## src/hdl/pmq_regs.vh

```
// Constants for the PIR motion qualifier: offsets, fields, reset values, timings
// ----------------------------------------------------------------------------
// Functional notes
// - Each polarity filtered separately, continuous-active duration
// - Mode pin: low single, open concurrent, high dual
// - Single mode: any filtered detection qualifies
// - Each detection restarts its own retriggerable one-shot
// - Concurrent mode: both one-shots active together
// - Dual mode: two detections within window qualify
// - Enable high holds outputs dormant
// - Undervoltage select driven low enables undervoltage response
// - Qualified detection starts or restarts duration timer
// - True output sinks while duration timer active
// - Enabled undervoltage flag also asserts the output
// - Complementary output always inverse of true output
// - Build option ignores undervoltage flag entirely
// ----------------------------------------------------------------------------
`ifndef PMQ_REGS_VH
`define PMQ_REGS_VH

// ----------------------------------------------------------------------------
// Timing
// ----------------------------------------------------------------------------
`define PMQ_CLK_KHZ       125000
`define PMQ_FILTER_MS     50
`define PMQ_ONESHOT_MS    1000
`define PMQ_WINDOW_MS     2500
`define PMQ_DURATION_MS   4000

// ----------------------------------------------------------------------------
// Register byte offsets (address bits 7:0)
// ----------------------------------------------------------------------------
`define PMQ_OFF_STATUS    8'h00
`define PMQ_OFF_IRQ_STS   8'h04
`define PMQ_OFF_IRQ_MASK  8'h08
`define PMQ_OFF_FILT_TC   8'h0c
`define PMQ_OFF_OS_TC     8'h10
`define PMQ_OFF_WIN_TC    8'h14
`define PMQ_OFF_DUR_TC    8'h18

// ----------------------------------------------------------------------------
// Interrupt status / mask bits
// ----------------------------------------------------------------------------
`define PMQ_IRQ_POS       0
`define PMQ_IRQ_NEG       1
`define PMQ_IRQ_QUAL      2
`define PMQ_IRQ_OUT       3
`define PMQ_IRQ_UV        4
`define PMQ_IRQ_W         5
`define PMQ_MASK_RST      5'h00

// ----------------------------------------------------------------------------
// Mode codes reported in status bits 8:7
// ----------------------------------------------------------------------------
`define PMQ_MODE_SINGLE   2'h0
`define PMQ_MODE_CONC     2'h1
`define PMQ_MODE_DUAL     2'h2

`endif

```

## src/hdl/pmq_top.v

```verilog
// PIR motion qualifier: filters, one-shots, mode logic, duration timer, AHB-Lite registers
//
// The register addresses and the AHB-Lite slave port are this design's own decisions.
`timescale 1ns/1ps
`default_nettype none
`include "pmq_regs.vh"

module pmq_top
#(
    parameter [31:0] FILTER_CYC   = `PMQ_FILTER_MS * `PMQ_CLK_KHZ,
    parameter [31:0] ONESHOT_CYC  = `PMQ_ONESHOT_MS * `PMQ_CLK_KHZ,
    parameter [31:0] WINDOW_CYC   = `PMQ_WINDOW_MS * `PMQ_CLK_KHZ,
    parameter [31:0] DURATION_CYC = `PMQ_DURATION_MS * `PMQ_CLK_KHZ,
    parameter        UV_IGNORE    = 1'b0
)
(
    // Clock, reset, clock enable
    input  wire        hclk,
    input  wire        hresetn,
    input  wire        ce,
    // AHB-Lite slave
    input  wire        hsel,
    input  wire [31:0] haddr,
    input  wire [1:0]  htrans,
    input  wire        hwrite,
    input  wire [2:0]  hsize,
    input  wire [31:0] hwdata,
    input  wire        hready,
    output wire        hreadyout,
    output wire        hresp,
    output reg  [31:0] hrdata,
    // Window comparator outputs
    input  wire        comp_pos,
    input  wire        comp_neg,
    // Three-level mode pin, seen as float and level
    input  wire        mode_float,
    input  wire        mode_level,
    // Enable and undervoltage
    input  wire        enable_n,
    input  wire        uv_sel_float,
    input  wire        uv_sel_level,
    input  wire        uv_flag,
    // Open-drain true and complementary outputs
    input  wire        detect_output_i,
    output wire        detect_output_o,
    output wire        detect_output_oe,
    input  wire        detect_output_n_i,
    output wire        detect_output_n_o,
    output wire        detect_output_n_oe,
    // Interrupt
    output wire        irq
);

    // ------------------------------------------------------------------------
    // Mode state codes
    // ------------------------------------------------------------------------
    localparam [1:0] MODE_SINGLE = `PMQ_MODE_SINGLE;
    localparam [1:0] MODE_CONC   = `PMQ_MODE_CONC;
    localparam [1:0] MODE_DUAL   = `PMQ_MODE_DUAL;

    // ------------------------------------------------------------------------
    // Registers
    // ------------------------------------------------------------------------
    reg  [31:0] filt_tc_q;
    reg  [31:0] os_tc_q;
    reg  [31:0] win_tc_q;
    reg  [31:0] dur_tc_q;
    reg  [4:0]  irq_sts_q;
    reg  [4:0]  irq_sts_d;
    reg  [4:0]  irq_mask_q;
    reg         det_q;
    reg         uv_q;
    reg         wr_pend_q;
    reg  [7:0]  wr_addr_q;

    wire        pos_pulse;
    wire        neg_pulse;
    wire        pos_held;
    wire        neg_held;
    wire        os_pos;
    wire        os_neg;
    wire        win_active;
    wire        dur_active;
    reg  [1:0]  mode_d;
    reg         qual_d;
    wire        any_det;
    wire        two_det;
    wire        uv_resp;
    wire        det_d;

    // ------------------------------------------------------------------------
    // Digital filters, one per polarity
    // ------------------------------------------------------------------------
    pmq_filter u_filt_pos
    (
        .hclk    (hclk),
        .hresetn (hresetn),
        .ce      (ce),
        .din     (comp_pos),
        .tc      (filt_tc_q),
        .pulse_q (pos_pulse),
        .held_q  (pos_held)
    );

    pmq_filter u_filt_neg
    (
        .hclk    (hclk),
        .hresetn (hresetn),
        .ce      (ce),
        .din     (comp_neg),
        .tc      (filt_tc_q),
        .pulse_q (neg_pulse),
        .held_q  (neg_held)
    );

    // ------------------------------------------------------------------------
    // Retriggerable one-shots
    // ------------------------------------------------------------------------
    pmq_timer u_os_pos
    (
        .hclk    (hclk),
        .hresetn (hresetn),
        .ce      (ce),
        .trig    (pos_pulse),
        .clr     (1'b0),
        .tc      (os_tc_q),
        .active  (os_pos)
    );

    pmq_timer u_os_neg
    (
        .hclk    (hclk),
        .hresetn (hresetn),
        .ce      (ce),
        .trig    (neg_pulse),
        .clr     (1'b0),
        .tc      (os_tc_q),
        .active  (os_neg)
    );

    // ------------------------------------------------------------------------
    // Mode decode and qualification
    // ------------------------------------------------------------------------
    always @*
    begin
        if (mode_float)
            mode_d = MODE_CONC;
        else if (mode_level)
            mode_d = MODE_DUAL;
        else
            mode_d = MODE_SINGLE;
    end

    assign any_det = pos_pulse | neg_pulse;
    // Both polarities in one cycle count as two detections
    assign two_det = pos_pulse & neg_pulse;

    always @*
    begin
        case (mode_d)
            MODE_SINGLE: qual_d = any_det;
            MODE_CONC:   qual_d = os_pos & os_neg;
            MODE_DUAL:   qual_d = two_det | (any_det & win_active);
            default:     qual_d = 1'b0;
        endcase
    end

    // Window opens on a first detection and closes once it has qualified
    pmq_timer u_window
    (
        .hclk    (hclk),
        .hresetn (hresetn),
        .ce      (ce),
        .trig    (any_det & ~win_active & (mode_d == MODE_DUAL)),
        .clr     (qual_d | (mode_d != MODE_DUAL)),
        .tc      (win_tc_q),
        .active  (win_active)
    );

    // Qualifications while disabled are dropped; one-shots, window and a running duration still carry over into enabling
    pmq_timer u_duration
    (
        .hclk    (hclk),
        .hresetn (hresetn),
        .ce      (ce),
        .trig    (qual_d & ~enable_n),
        .clr     (1'b0),
        .tc      (dur_tc_q),
        .active  (dur_active)
    );

    // ------------------------------------------------------------------------
    // Output drive
    // ------------------------------------------------------------------------
    assign uv_resp = ~UV_IGNORE & ~uv_sel_float & ~uv_sel_level;
    assign det_d   = ~enable_n & (dur_active | (uv_resp & uv_flag));

    always @(posedge hclk or negedge hresetn)
    begin
        if (!hresetn)
        begin
            det_q <= 1'b0;
            uv_q  <= 1'b0;
        end
        else if (ce)
        begin
            det_q <= det_d;
            uv_q  <= uv_resp & uv_flag;
        end
    end

    // Open drain: the pin sinks when its enable is high
    assign detect_output_o    = 1'b0;
    assign detect_output_oe   = det_q;
    assign detect_output_n_o  = 1'b0;
    assign detect_output_n_oe = ~det_q;

    // ------------------------------------------------------------------------
    // Interrupt status, set wins over a same-cycle clear
    // ------------------------------------------------------------------------
    wire [4:0] irq_set = {uv_resp & uv_flag & ~uv_q,
                          det_d & ~det_q,
                          qual_d,
                          neg_pulse,
                          pos_pulse};
    wire       wr_now  = wr_pend_q & ce;

    always @*
    begin
        irq_sts_d = irq_sts_q;
        if (wr_now && (wr_addr_q == `PMQ_OFF_IRQ_STS))
            irq_sts_d = irq_sts_d & ~hwdata[`PMQ_IRQ_W-1:0];
        irq_sts_d = irq_sts_d | irq_set;
    end

    assign irq = |(irq_sts_q & irq_mask_q);

    // ------------------------------------------------------------------------
    // AHB-Lite slave: zero wait, reads registered in the address phase
    // ------------------------------------------------------------------------
    // A frozen clock enable stalls the bus rather than dropping a transfer
    assign hreadyout = ce;
    assign hresp     = 1'b0;

    wire       take   = hsel & htrans[1] & hready & ce;
    wire [7:0] a_addr = haddr[7:0];

    reg [31:0] rd_d;
    always @*
    begin
        case (a_addr)
            `PMQ_OFF_STATUS:   rd_d = {20'h00000, detect_output_n_i, detect_output_i,
                                       uv_resp, mode_d, det_q, dur_active,
                                       win_active, os_neg, os_pos, neg_held, pos_held};
            `PMQ_OFF_IRQ_STS:  rd_d = {27'h0000000, irq_sts_q};
            `PMQ_OFF_IRQ_MASK: rd_d = {27'h0000000, irq_mask_q};
            `PMQ_OFF_FILT_TC:  rd_d = filt_tc_q;
            `PMQ_OFF_OS_TC:    rd_d = os_tc_q;
            `PMQ_OFF_WIN_TC:   rd_d = win_tc_q;
            `PMQ_OFF_DUR_TC:   rd_d = dur_tc_q;
            default:           rd_d = 32'h0000_0000;
        endcase
        if (|haddr[31:8])
            rd_d = 32'h0000_0000;
    end

    always @(posedge hclk or negedge hresetn)
    begin
        if (!hresetn)
        begin
            hrdata     <= 32'h0000_0000;
            wr_pend_q  <= 1'b0;
            wr_addr_q  <= 8'h00;
            irq_sts_q  <= 5'h00;
            irq_mask_q <= `PMQ_MASK_RST;
            filt_tc_q  <= FILTER_CYC;
            os_tc_q    <= ONESHOT_CYC;
            win_tc_q   <= WINDOW_CYC;
            dur_tc_q   <= DURATION_CYC;
        end
        else if (ce)
        begin
            irq_sts_q <= irq_sts_d;
            if (take && !hwrite)
                hrdata <= rd_d;
            // Only whole-word writes inside the block are accepted
            wr_pend_q <= take & hwrite & (hsize == 3'h2) & ~(|haddr[31:8]);
            if (take)
                wr_addr_q <= a_addr;
            if (wr_pend_q)
            begin
                case (wr_addr_q)
                    `PMQ_OFF_IRQ_MASK: irq_mask_q <= hwdata[`PMQ_IRQ_W-1:0];
                    `PMQ_OFF_FILT_TC:  filt_tc_q  <= hwdata;
                    `PMQ_OFF_OS_TC:    os_tc_q    <= hwdata;
                    `PMQ_OFF_WIN_TC:   win_tc_q   <= hwdata;
                    `PMQ_OFF_DUR_TC:   dur_tc_q   <= hwdata;
                    default:           ;
                endcase
            end
        end
    end

endmodule // pmq_top

`default_nettype wire

```

## src/hdl/pmq_filter.v

```verilog
// Continuous-active filter: one pulse after the input has held high for tc cycles
`timescale 1ns/1ps
`default_nettype none

module pmq_filter
(
    // Clock and reset
    input  wire        hclk,
    input  wire        hresetn,
    input  wire        ce,
    // Input and terminal count
    input  wire        din,
    input  wire [31:0] tc,
    // Result
    output reg         pulse_q,
    output reg         held_q
);

    reg  [31:0] cnt_q;
    wire [31:0] last_w = (tc == 32'h0000_0000) ? 32'h0000_0000 : tc - 32'h0000_0001;

    always @(posedge hclk or negedge hresetn)
    begin
        if (!hresetn)
        begin
            cnt_q   <= 32'h0000_0000;
            pulse_q <= 1'b0;
            held_q  <= 1'b0;
        end
        else if (ce)
        begin
            pulse_q <= 1'b0;
            if (!din)
            begin
                // Any drop restarts the wait; short noise never fires
                cnt_q  <= 32'h0000_0000;
                held_q <= 1'b0;
            end
            else if (!held_q)
            begin
                if (cnt_q == last_w)
                begin
                    pulse_q <= 1'b1;
                    held_q  <= 1'b1;
                end
                else
                begin
                    cnt_q <= cnt_q + 32'h0000_0001;
                end
            end
        end
    end

endmodule // pmq_filter

`default_nettype wire

```

## src/hdl/pmq_timer.v

```verilog
// Retriggerable down-counting timer, active while the count is nonzero
`timescale 1ns/1ps
`default_nettype none

module pmq_timer
(
    // Clock and reset
    input  wire        hclk,
    input  wire        hresetn,
    input  wire        ce,
    // Control
    input  wire        trig,
    input  wire        clr,
    input  wire [31:0] tc,
    // Result
    output wire        active
);

    reg [31:0] cnt_q;

    assign active = (cnt_q != 32'h0000_0000);

    always @(posedge hclk or negedge hresetn)
    begin
        if (!hresetn)
        begin
            cnt_q <= 32'h0000_0000;
        end
        else if (ce)
        begin
            if (clr)
            begin
                cnt_q <= 32'h0000_0000;
            end
            else if (trig)
            begin
                // Zero count is treated as one cycle so a trigger is never lost
                cnt_q <= (tc == 32'h0000_0000) ? 32'h0000_0001 : tc;
            end
            else if (active)
            begin
                cnt_q <= cnt_q - 32'h0000_0001;
            end
        end
    end

endmodule // pmq_timer

`default_nettype wire

```

## config.mk

```make
export PLATFORM = sky130hd
export DESIGN_NAME = pmq_top
export DESIGN_NICKNAME = d
export VERILOG_FILES = /design/src/hdl/pmq_top.v /design/src/hdl/pmq_filter.v /design/src/hdl/pmq_timer.v
export VERILOG_INCLUDE_DIRS = /design/src /design/src/hdl
export SDC_FILE = /design/constraint.sdc
export NUM_CORES = 1
export LEC_CHECK = 0
export BUFFER_PORTS_ARGS = -buffer_cell sky130_fd_sc_hd__buf_2
export CAP_MARGIN = 20
export CORE_ASPECT_RATIO = 2
export CORE_MARGIN = 5
export CORE_UTILIZATION = 30
export CTS_CLUSTER_DIAMETER = 30
export DETAILED_ROUTE_END_ITERATION = 12
export GPL_ROUTABILITY_DRIVEN = 0
export PLACE_DENSITY = 0.53
export SETUP_SLACK_MARGIN = 0.4
export SLEW_MARGIN = 20
export SYNTH_ARGS = -nofsm -noshare
export SYNTH_HDL_FRONTEND = slang
export SYNTH_SLANG_ARGS = --single-unit
```

## constraint.sdc

```tcl
create_clock -name hclk -period 4.77 [get_ports hclk]
set_clock_uncertainty 0.1 [all_clocks]
set_input_delay 0.477 -clock hclk [delete_from_list [all_inputs] [get_ports hclk]]
set_output_delay 0.477 -clock hclk [all_outputs]
set_load 0.02 [all_outputs]
```

Word level (Yosys, flattened, before mapping)
Index checks and enable logic that the tools add are counted.
{"block": "totals", "register_bits": 377, "latchBits": 0, "mem_bits_rw": 0, "rom_bits": 0, "out_inout_bits": 39, "elab_cells": 150, "n_memories": 0}
{"block": "classes", "n_addsub": 7, "multipliers": 0, "n_div": 0, "magnitude_cmp": 0, "n_eq_ne": 22, "shift": 0, "muxes": 35, "bitwise_logic": 33, "n_reduce_logical": 32}
{"op": "two-way mux 32 bit", "count": 20}
{"op": "one-hot mux 32 bit (7 select lines)", "count": 1}
{"op": "subtractor 32 x 1 -> 32 bit (second input constant)", "count": 5}
{"op": "logical NOT 32 bit", "count": 4}
{"op": "nonzero test 32 bit", "count": 4}
{"op": "adder 32 x 1 -> 32 bit (second input constant)", "count": 2}
{"op": "== test 32 bit", "count": 2}
{"op": "== test 8 x 5 -> 1 bit (second input constant)", "count": 6}
{"op": "== test 8 x 4 -> 1 bit (second input constant)", "count": 4}
{"op": "OR reduction 24 bit", "count": 1}
{"op": "AND reduction 3 bit", "count": 7}
{"op": "bitwise AND 1 bit", "count": 18}
{"op": "== test 8 x 3 -> 1 bit (second input constant)", "count": 2}
{"op": "AND reduction 2 bit", "count": 6}
{"op": "bitwise AND 5 bit", "count": 2}
{"op": "two-way mux 1 bit", "count": 10}
{"op": "!= test 2 bit (second input constant)", "count": 5}
{"op": "logical NOT 8 bit", "count": 1}
{"op": "NOT 1 bit", "count": 7}
{"op": "nonzero test 2 bit", "count": 3}
{"op": "two-way mux 5 bit", "count": 1}
{"op": "NOT 5 bit", "count": 1}
{"op": "bitwise OR 5 bit", "count": 1}
{"op": "OR reduction 5 bit", "count": 1}
{"op": "10 further kinds", "count": 15}

Longest topological paths before layout
{"block": "logic_depth", "depth_word": 7, "depth_mapped": 18, "depth_no_buf": 12}

Cells and area by module
A second synthesis with hierarchy kept.
{"block": "hier_totals", "hier_cells": 2665, "hier_area_um2": 24731.2}
{"module": "pmq_top", "instances": 1, "cells_each": 630, "area_each_um2": 8242.9, "seq_area_each_um2": 4590.7}
{"module": "pmq_filter", "instances": 2, "cells_each": 500, "area_each_um2": 3854.9, "seq_area_each_um2": 850.8}
{"module": "pmq_timer (u_os_neg ...)", "instances": 3, "cells_each": 259, "area_each_um2": 2194.6, "seq_area_each_um2": 800.8}
{"module": "pmq_timer (u_duration)", "instances": 1, "cells_each": 258, "area_each_um2": 2194.6, "seq_area_each_um2": 800.8}

Least setup slack after synthesis
OpenSTA, ideal clock, no wires.
{"block": "synth_timing", "path_kind": "register to register", "from": "register filt_tc_q[0]", "to": "register u_filt_pos.cnt_q[3]", "arrival_ps": 3784, "required_ps": 4550, "slack_ps": 766, "path_stages_with_launch": 14, "n_path_buf": 2, "period_less_slack_ps": 4004, "cell_sequence": "dfrtp_1 -> clkbuf_1 -> inv_1 -> ha_1 -> or4b_1 -> or4b_1 -> and3_1 -> a221o_1 -> or4b_4 -> a2111oi_4 -> a21oi_2 -> buf_2 -> a22o_1 -> a31o_1"}
{"block": "synth_via", "elab_chain_cells": 5, "elab_cells_between_ends": 6, "classes_between": "1 x add/sub; 2 x eq/ne; 1 x mux; 2 x reduce/logical"}
{"element": "start, declared", "line_no": "pmq_top.v:64", "source": "reg [31:0] filt_tc_q;"}
{"element": "start signal, assigned", "line_no": "pmq_top.v:294", "source": "`PMQ_OFF_FILT_TC: filt_tc_q <= hwdata;"}
{"element": "subtractor 32 x 1 -> 32 bit or logical NOT 32 bit (tied branches)", "line_no": "pmq_filter.v:20", "source": "wire [31:0] last_w = (tc == 32'h0000_0000) ? 32'h0000_0000 : tc - 32'h0000_0001;"}
{"element": "two-way mux 32 bit (*)", "line_no": "pmq_filter.v:20"}
{"element": "== test 32 bit (*)", "line_no": "pmq_filter.v:41", "source": "if (cnt_q == last_w)"}
{"element": "!= test 2 bit (no source line) (*)"}
{"element": "AND reduction 3 bit (no source line) (*)"}
{"element": "end signal, assigned", "line_no": "pmq_filter.v:48", "source": "cnt_q <= cnt_q + 32'h0000_0001;"}
{"element": "end, declared", "line_no": "pmq_filter.v:19", "source": "reg [31:0] cnt_q;"}
Mark *: on every way between the ends. The rest lies on a longest branch, timed or not.
A chain may end at the register's enable or synchronous reset.

Worst setup path after layout
{"block": "layout_timing", "from": "register filt_tc_q[0]", "to": "register u_filt_pos.cnt_q[2]"}
Same word-level chain as after synthesis.

==> results.md <==
* First-pass GRT wire length at 138.2 mm
* Critical path type: reg2reg
* HP Class: in2reg
* Core box area at 74800 um2
* Ys async rst share at 100.0%
* Period utilisation layout at 89.58%
* Chip width at about 200 um
* RR Startpoint: filt_tc_q[0]
* Synthesized area at roughly 23000 um2
* Worst setup EP type: flop
* Total GRT Usage at 22.19%
* # port buffers at 119
* Layout Cells excl Fill at 3729
* DRT Pass-1 Iters at 9
* Final HPWL DP at 69.32 mm
* H-tree depth at 2
* Post-route ant nets at 0
* Synth Warn # at 0
* Initial antenna violation count at 2
* Pin count of the biggest net entering global routing at 111
* Pre-CTS setup slack at 212.4 ps
* Top FF cell, synth: dfrtp_1
* Syn_area_per_cell at 8.871 um2
* Die Span Y at 398.3 um
* Critical Path Fanout Max at 10
* Seq/Total Area, Yosys at 41.98%
* Final Critical Period at about 4300 ps
* NumNets Final at 2760
* CTS root buf: clkbuf_16
* Routed vias/inst at 5.895
* Num CTS Buffers at 61
* Synth Instances at 2550
* Grt total ovfl at 0
* Post-synth top area share at 36.29%
* Static Leak at ~12 nW
* Setup ws final at 497.1 ps
* DRC Markers at 0
* Vias in the first global route at 21850
* Initial core utilization at 30.24%
* Worst skew pair latency at 640 ps
* Post-synth EDFFs at 0
* Post-route cell area at 26980 um2
* Rows at between 100 and 150
* Top Ports at ~120
* Status: finished clean
* Endpoints failing hold at 0
* RSZ-0062 raised after global routing: yes
* Arr. time, crit path at 4700 ps
* Max-slew headroom at the worst pin at 33.27%
* Clock sinks at around 380
* Pwr dens at between 400 and 500 nW/um2
* Area after DPL at between 20000 and 25000 um2
* Drt initial violations at 1938
* Largest cells by area after synthesis: dfrtp_1 36%, mux2_2 7.0%, dfstp_2 5.7%, o21ai_0 5.3%, nand2_1 4.0%
* VDD IR max at roughly 0.23 mV
* Final Power at 0.01233 W
* Clock buffer depth at 3
* Most common cell in the netlist: dfrtp_1
* Pins Over Slew Limit at 0
* CTS clock-pin slew for the worst setup and hold paths at roughly 70 ps
* Synth top cells by count: 328 x dfrtp_1, 239 x nand2_1, 239 x o21ai_0
* Hold Crit Start: hwdata[10]
* Max Fclk at 234.0 MHz
* CTS tree: yes
* Final setup violation count at 0
* Placed Instances at 3587
* Worst slew pin tran at 991.9 ps
* Die area at 81330 um2
* Library cells used by synthesis at about 90
* Yosys top cell by area: dfrtp_1
* Post-DR wirelength/cell at 25.06 um
* Startpoint types: flop
* Max-Cap Viols at 0
* Hold depth at 2
* Setup TNS at 0 ps
* Share of layout cells above drive strength 1 at between 20% and 30%
* Vias at approximately 22000
* Drt total wl at 93.44 mm
* Post-synthesis register bit count at 377
* R2R cell count at 12
* Layout area overhead at 19.29%
* CP startpoint: filt_tc_q[0]
* Critical path required time at 5190 ps
final cells by class:
cell class                 instances  area, um2
clock inverter                    43      439.2
fill                            7644      47810
antenna                            1      2.502
sequential                       377       9497
timing repair buffer             239       1578
clock buffer                      72       1648
multi-input combinational       1930      12340
inverter                          59      221.5
tap                             1008       1261
critical path, stage by stage (launching register included):
cell and delay, ps:
dfrtp_1 370, inv_1 100, ha_1 240, or4b_1 560, or4b_1 570, and3_1 220, a221o_1 260, or4b_4 560
a2111oi_4 320, buf_4 210, a21oi_2 150, a32o_1 310, a31o_2 210
per-stage QoR:
| step | hold slack [ps] | utilization [%] |
|---|---|---|
| floorplan | 81.41 | - |
| global placement | 351.9 | 32.85 |
| detailed placement | 348.0 | 32.85 |
| CTS | 18.38 | 35.82 |
| global route | 45.22 | 36.07 |
| finish | 33.06 | 36.08 |
path summary, 6_finish.rpt:
kind	end	slack (ps)
setup reg to reg	u_filt_pos.cnt_q[2]	500
setup / recovery	u_filt_pos.cnt_q[2]	500
hold / removal	os_tc_q[10]	30
hold reg to reg	irq_sts_q[4]	360
max in group asynchronous	filt_tc_q[24]	3030
min in group asynchronous	u_filt_neg.cnt_q[25]	360
routing by layer:
layer	up-vias	share of wire (%)	global-route usage [%]
li1	9825	-	-
met1	10820	35	23.04
met2	963	50	39.30
met3	375	5.2	3.048
met4	0	10	18.26
met5	-	0	0
logic make-up (layout without fill, tap and decap cells):
kind of cell / count (synthesis) / after routing / synth area share, %
and+or+nand+nor: 953 / 953 / 21.33
AOI/OAI and AO/OA: 757 / 761 / 21.95
DFF: 377 / 377 / 41.98
buffers and inverters: 249 / 413 / 4.414
muxes: 168 / 168 / 8.208
xor gates and xnor gates: 38 / 38 / 1.720
adders and majority gates: 7 / 7 / 0.3872
other: 1 / 4 / 0.01658
power breakdown:
| group | internal [W] | switching, W | leakage (nW) |
|---|---|---|---|
| Clock | 0.00257 | 0.00190 | 1.03 |
| Combinational | 0.00138 | 0.00224 | 6.08 |
| Sequential | 0.00366 | 0.000584 | 4.94 |
| Total | 0.00760 | 0.00473 | 12.0 |
cell usage in the layout, fill, tap and decap left out, types with 27 or more instances in the layout:
master,synthesis,routed
nand2_1,239,237
nand4_1,43,43
nand3_1,75,75
a22o_1,30,30
mux2i_1,28,28
o22ai_1,35,35
buf_4,4,110
buf_2,14,117
nor3_1,96,92
mux2_2,140,140
dfrtp_1,328,327
inv_1,58,57
a21oi_1,144,144
clkbuf_16,0,61
and3_1,56,56
o21ai_0,239,239
dfstp_2,49,49
nor4_1,76,74
a31oi_1,28,27
nor2_1,212,205
a22oi_1,51,51
state kept, by name, indices dropped and copies added (netlist names), 8 cells and up:
signal and cells:
dur_tc_q 32, u_duration.cnt_q 32, wr_addr_q 8, u_window.cnt_q 32
win_tc_q 32, os_tc_q 32, u_os_pos.cnt_q 32, u_os_neg.cnt_q 32
u_filt_pos.cnt_q 32, filt_tc_q 32, u_filt_neg.cnt_q 32, hrdata 32
what timing repair did:
action | CTS | global route
hold buffers | 6 | 0
endpoints found under the setup margin | 25 | 62
hold endpoints to repair | 82 | 0
resized for setup | 5 | 12
gates cloned | 2 | 2
pin swaps | 4 | 5
setup buffers | 3 | 13
Note: power is estimated with default switching activity, not from simulation.
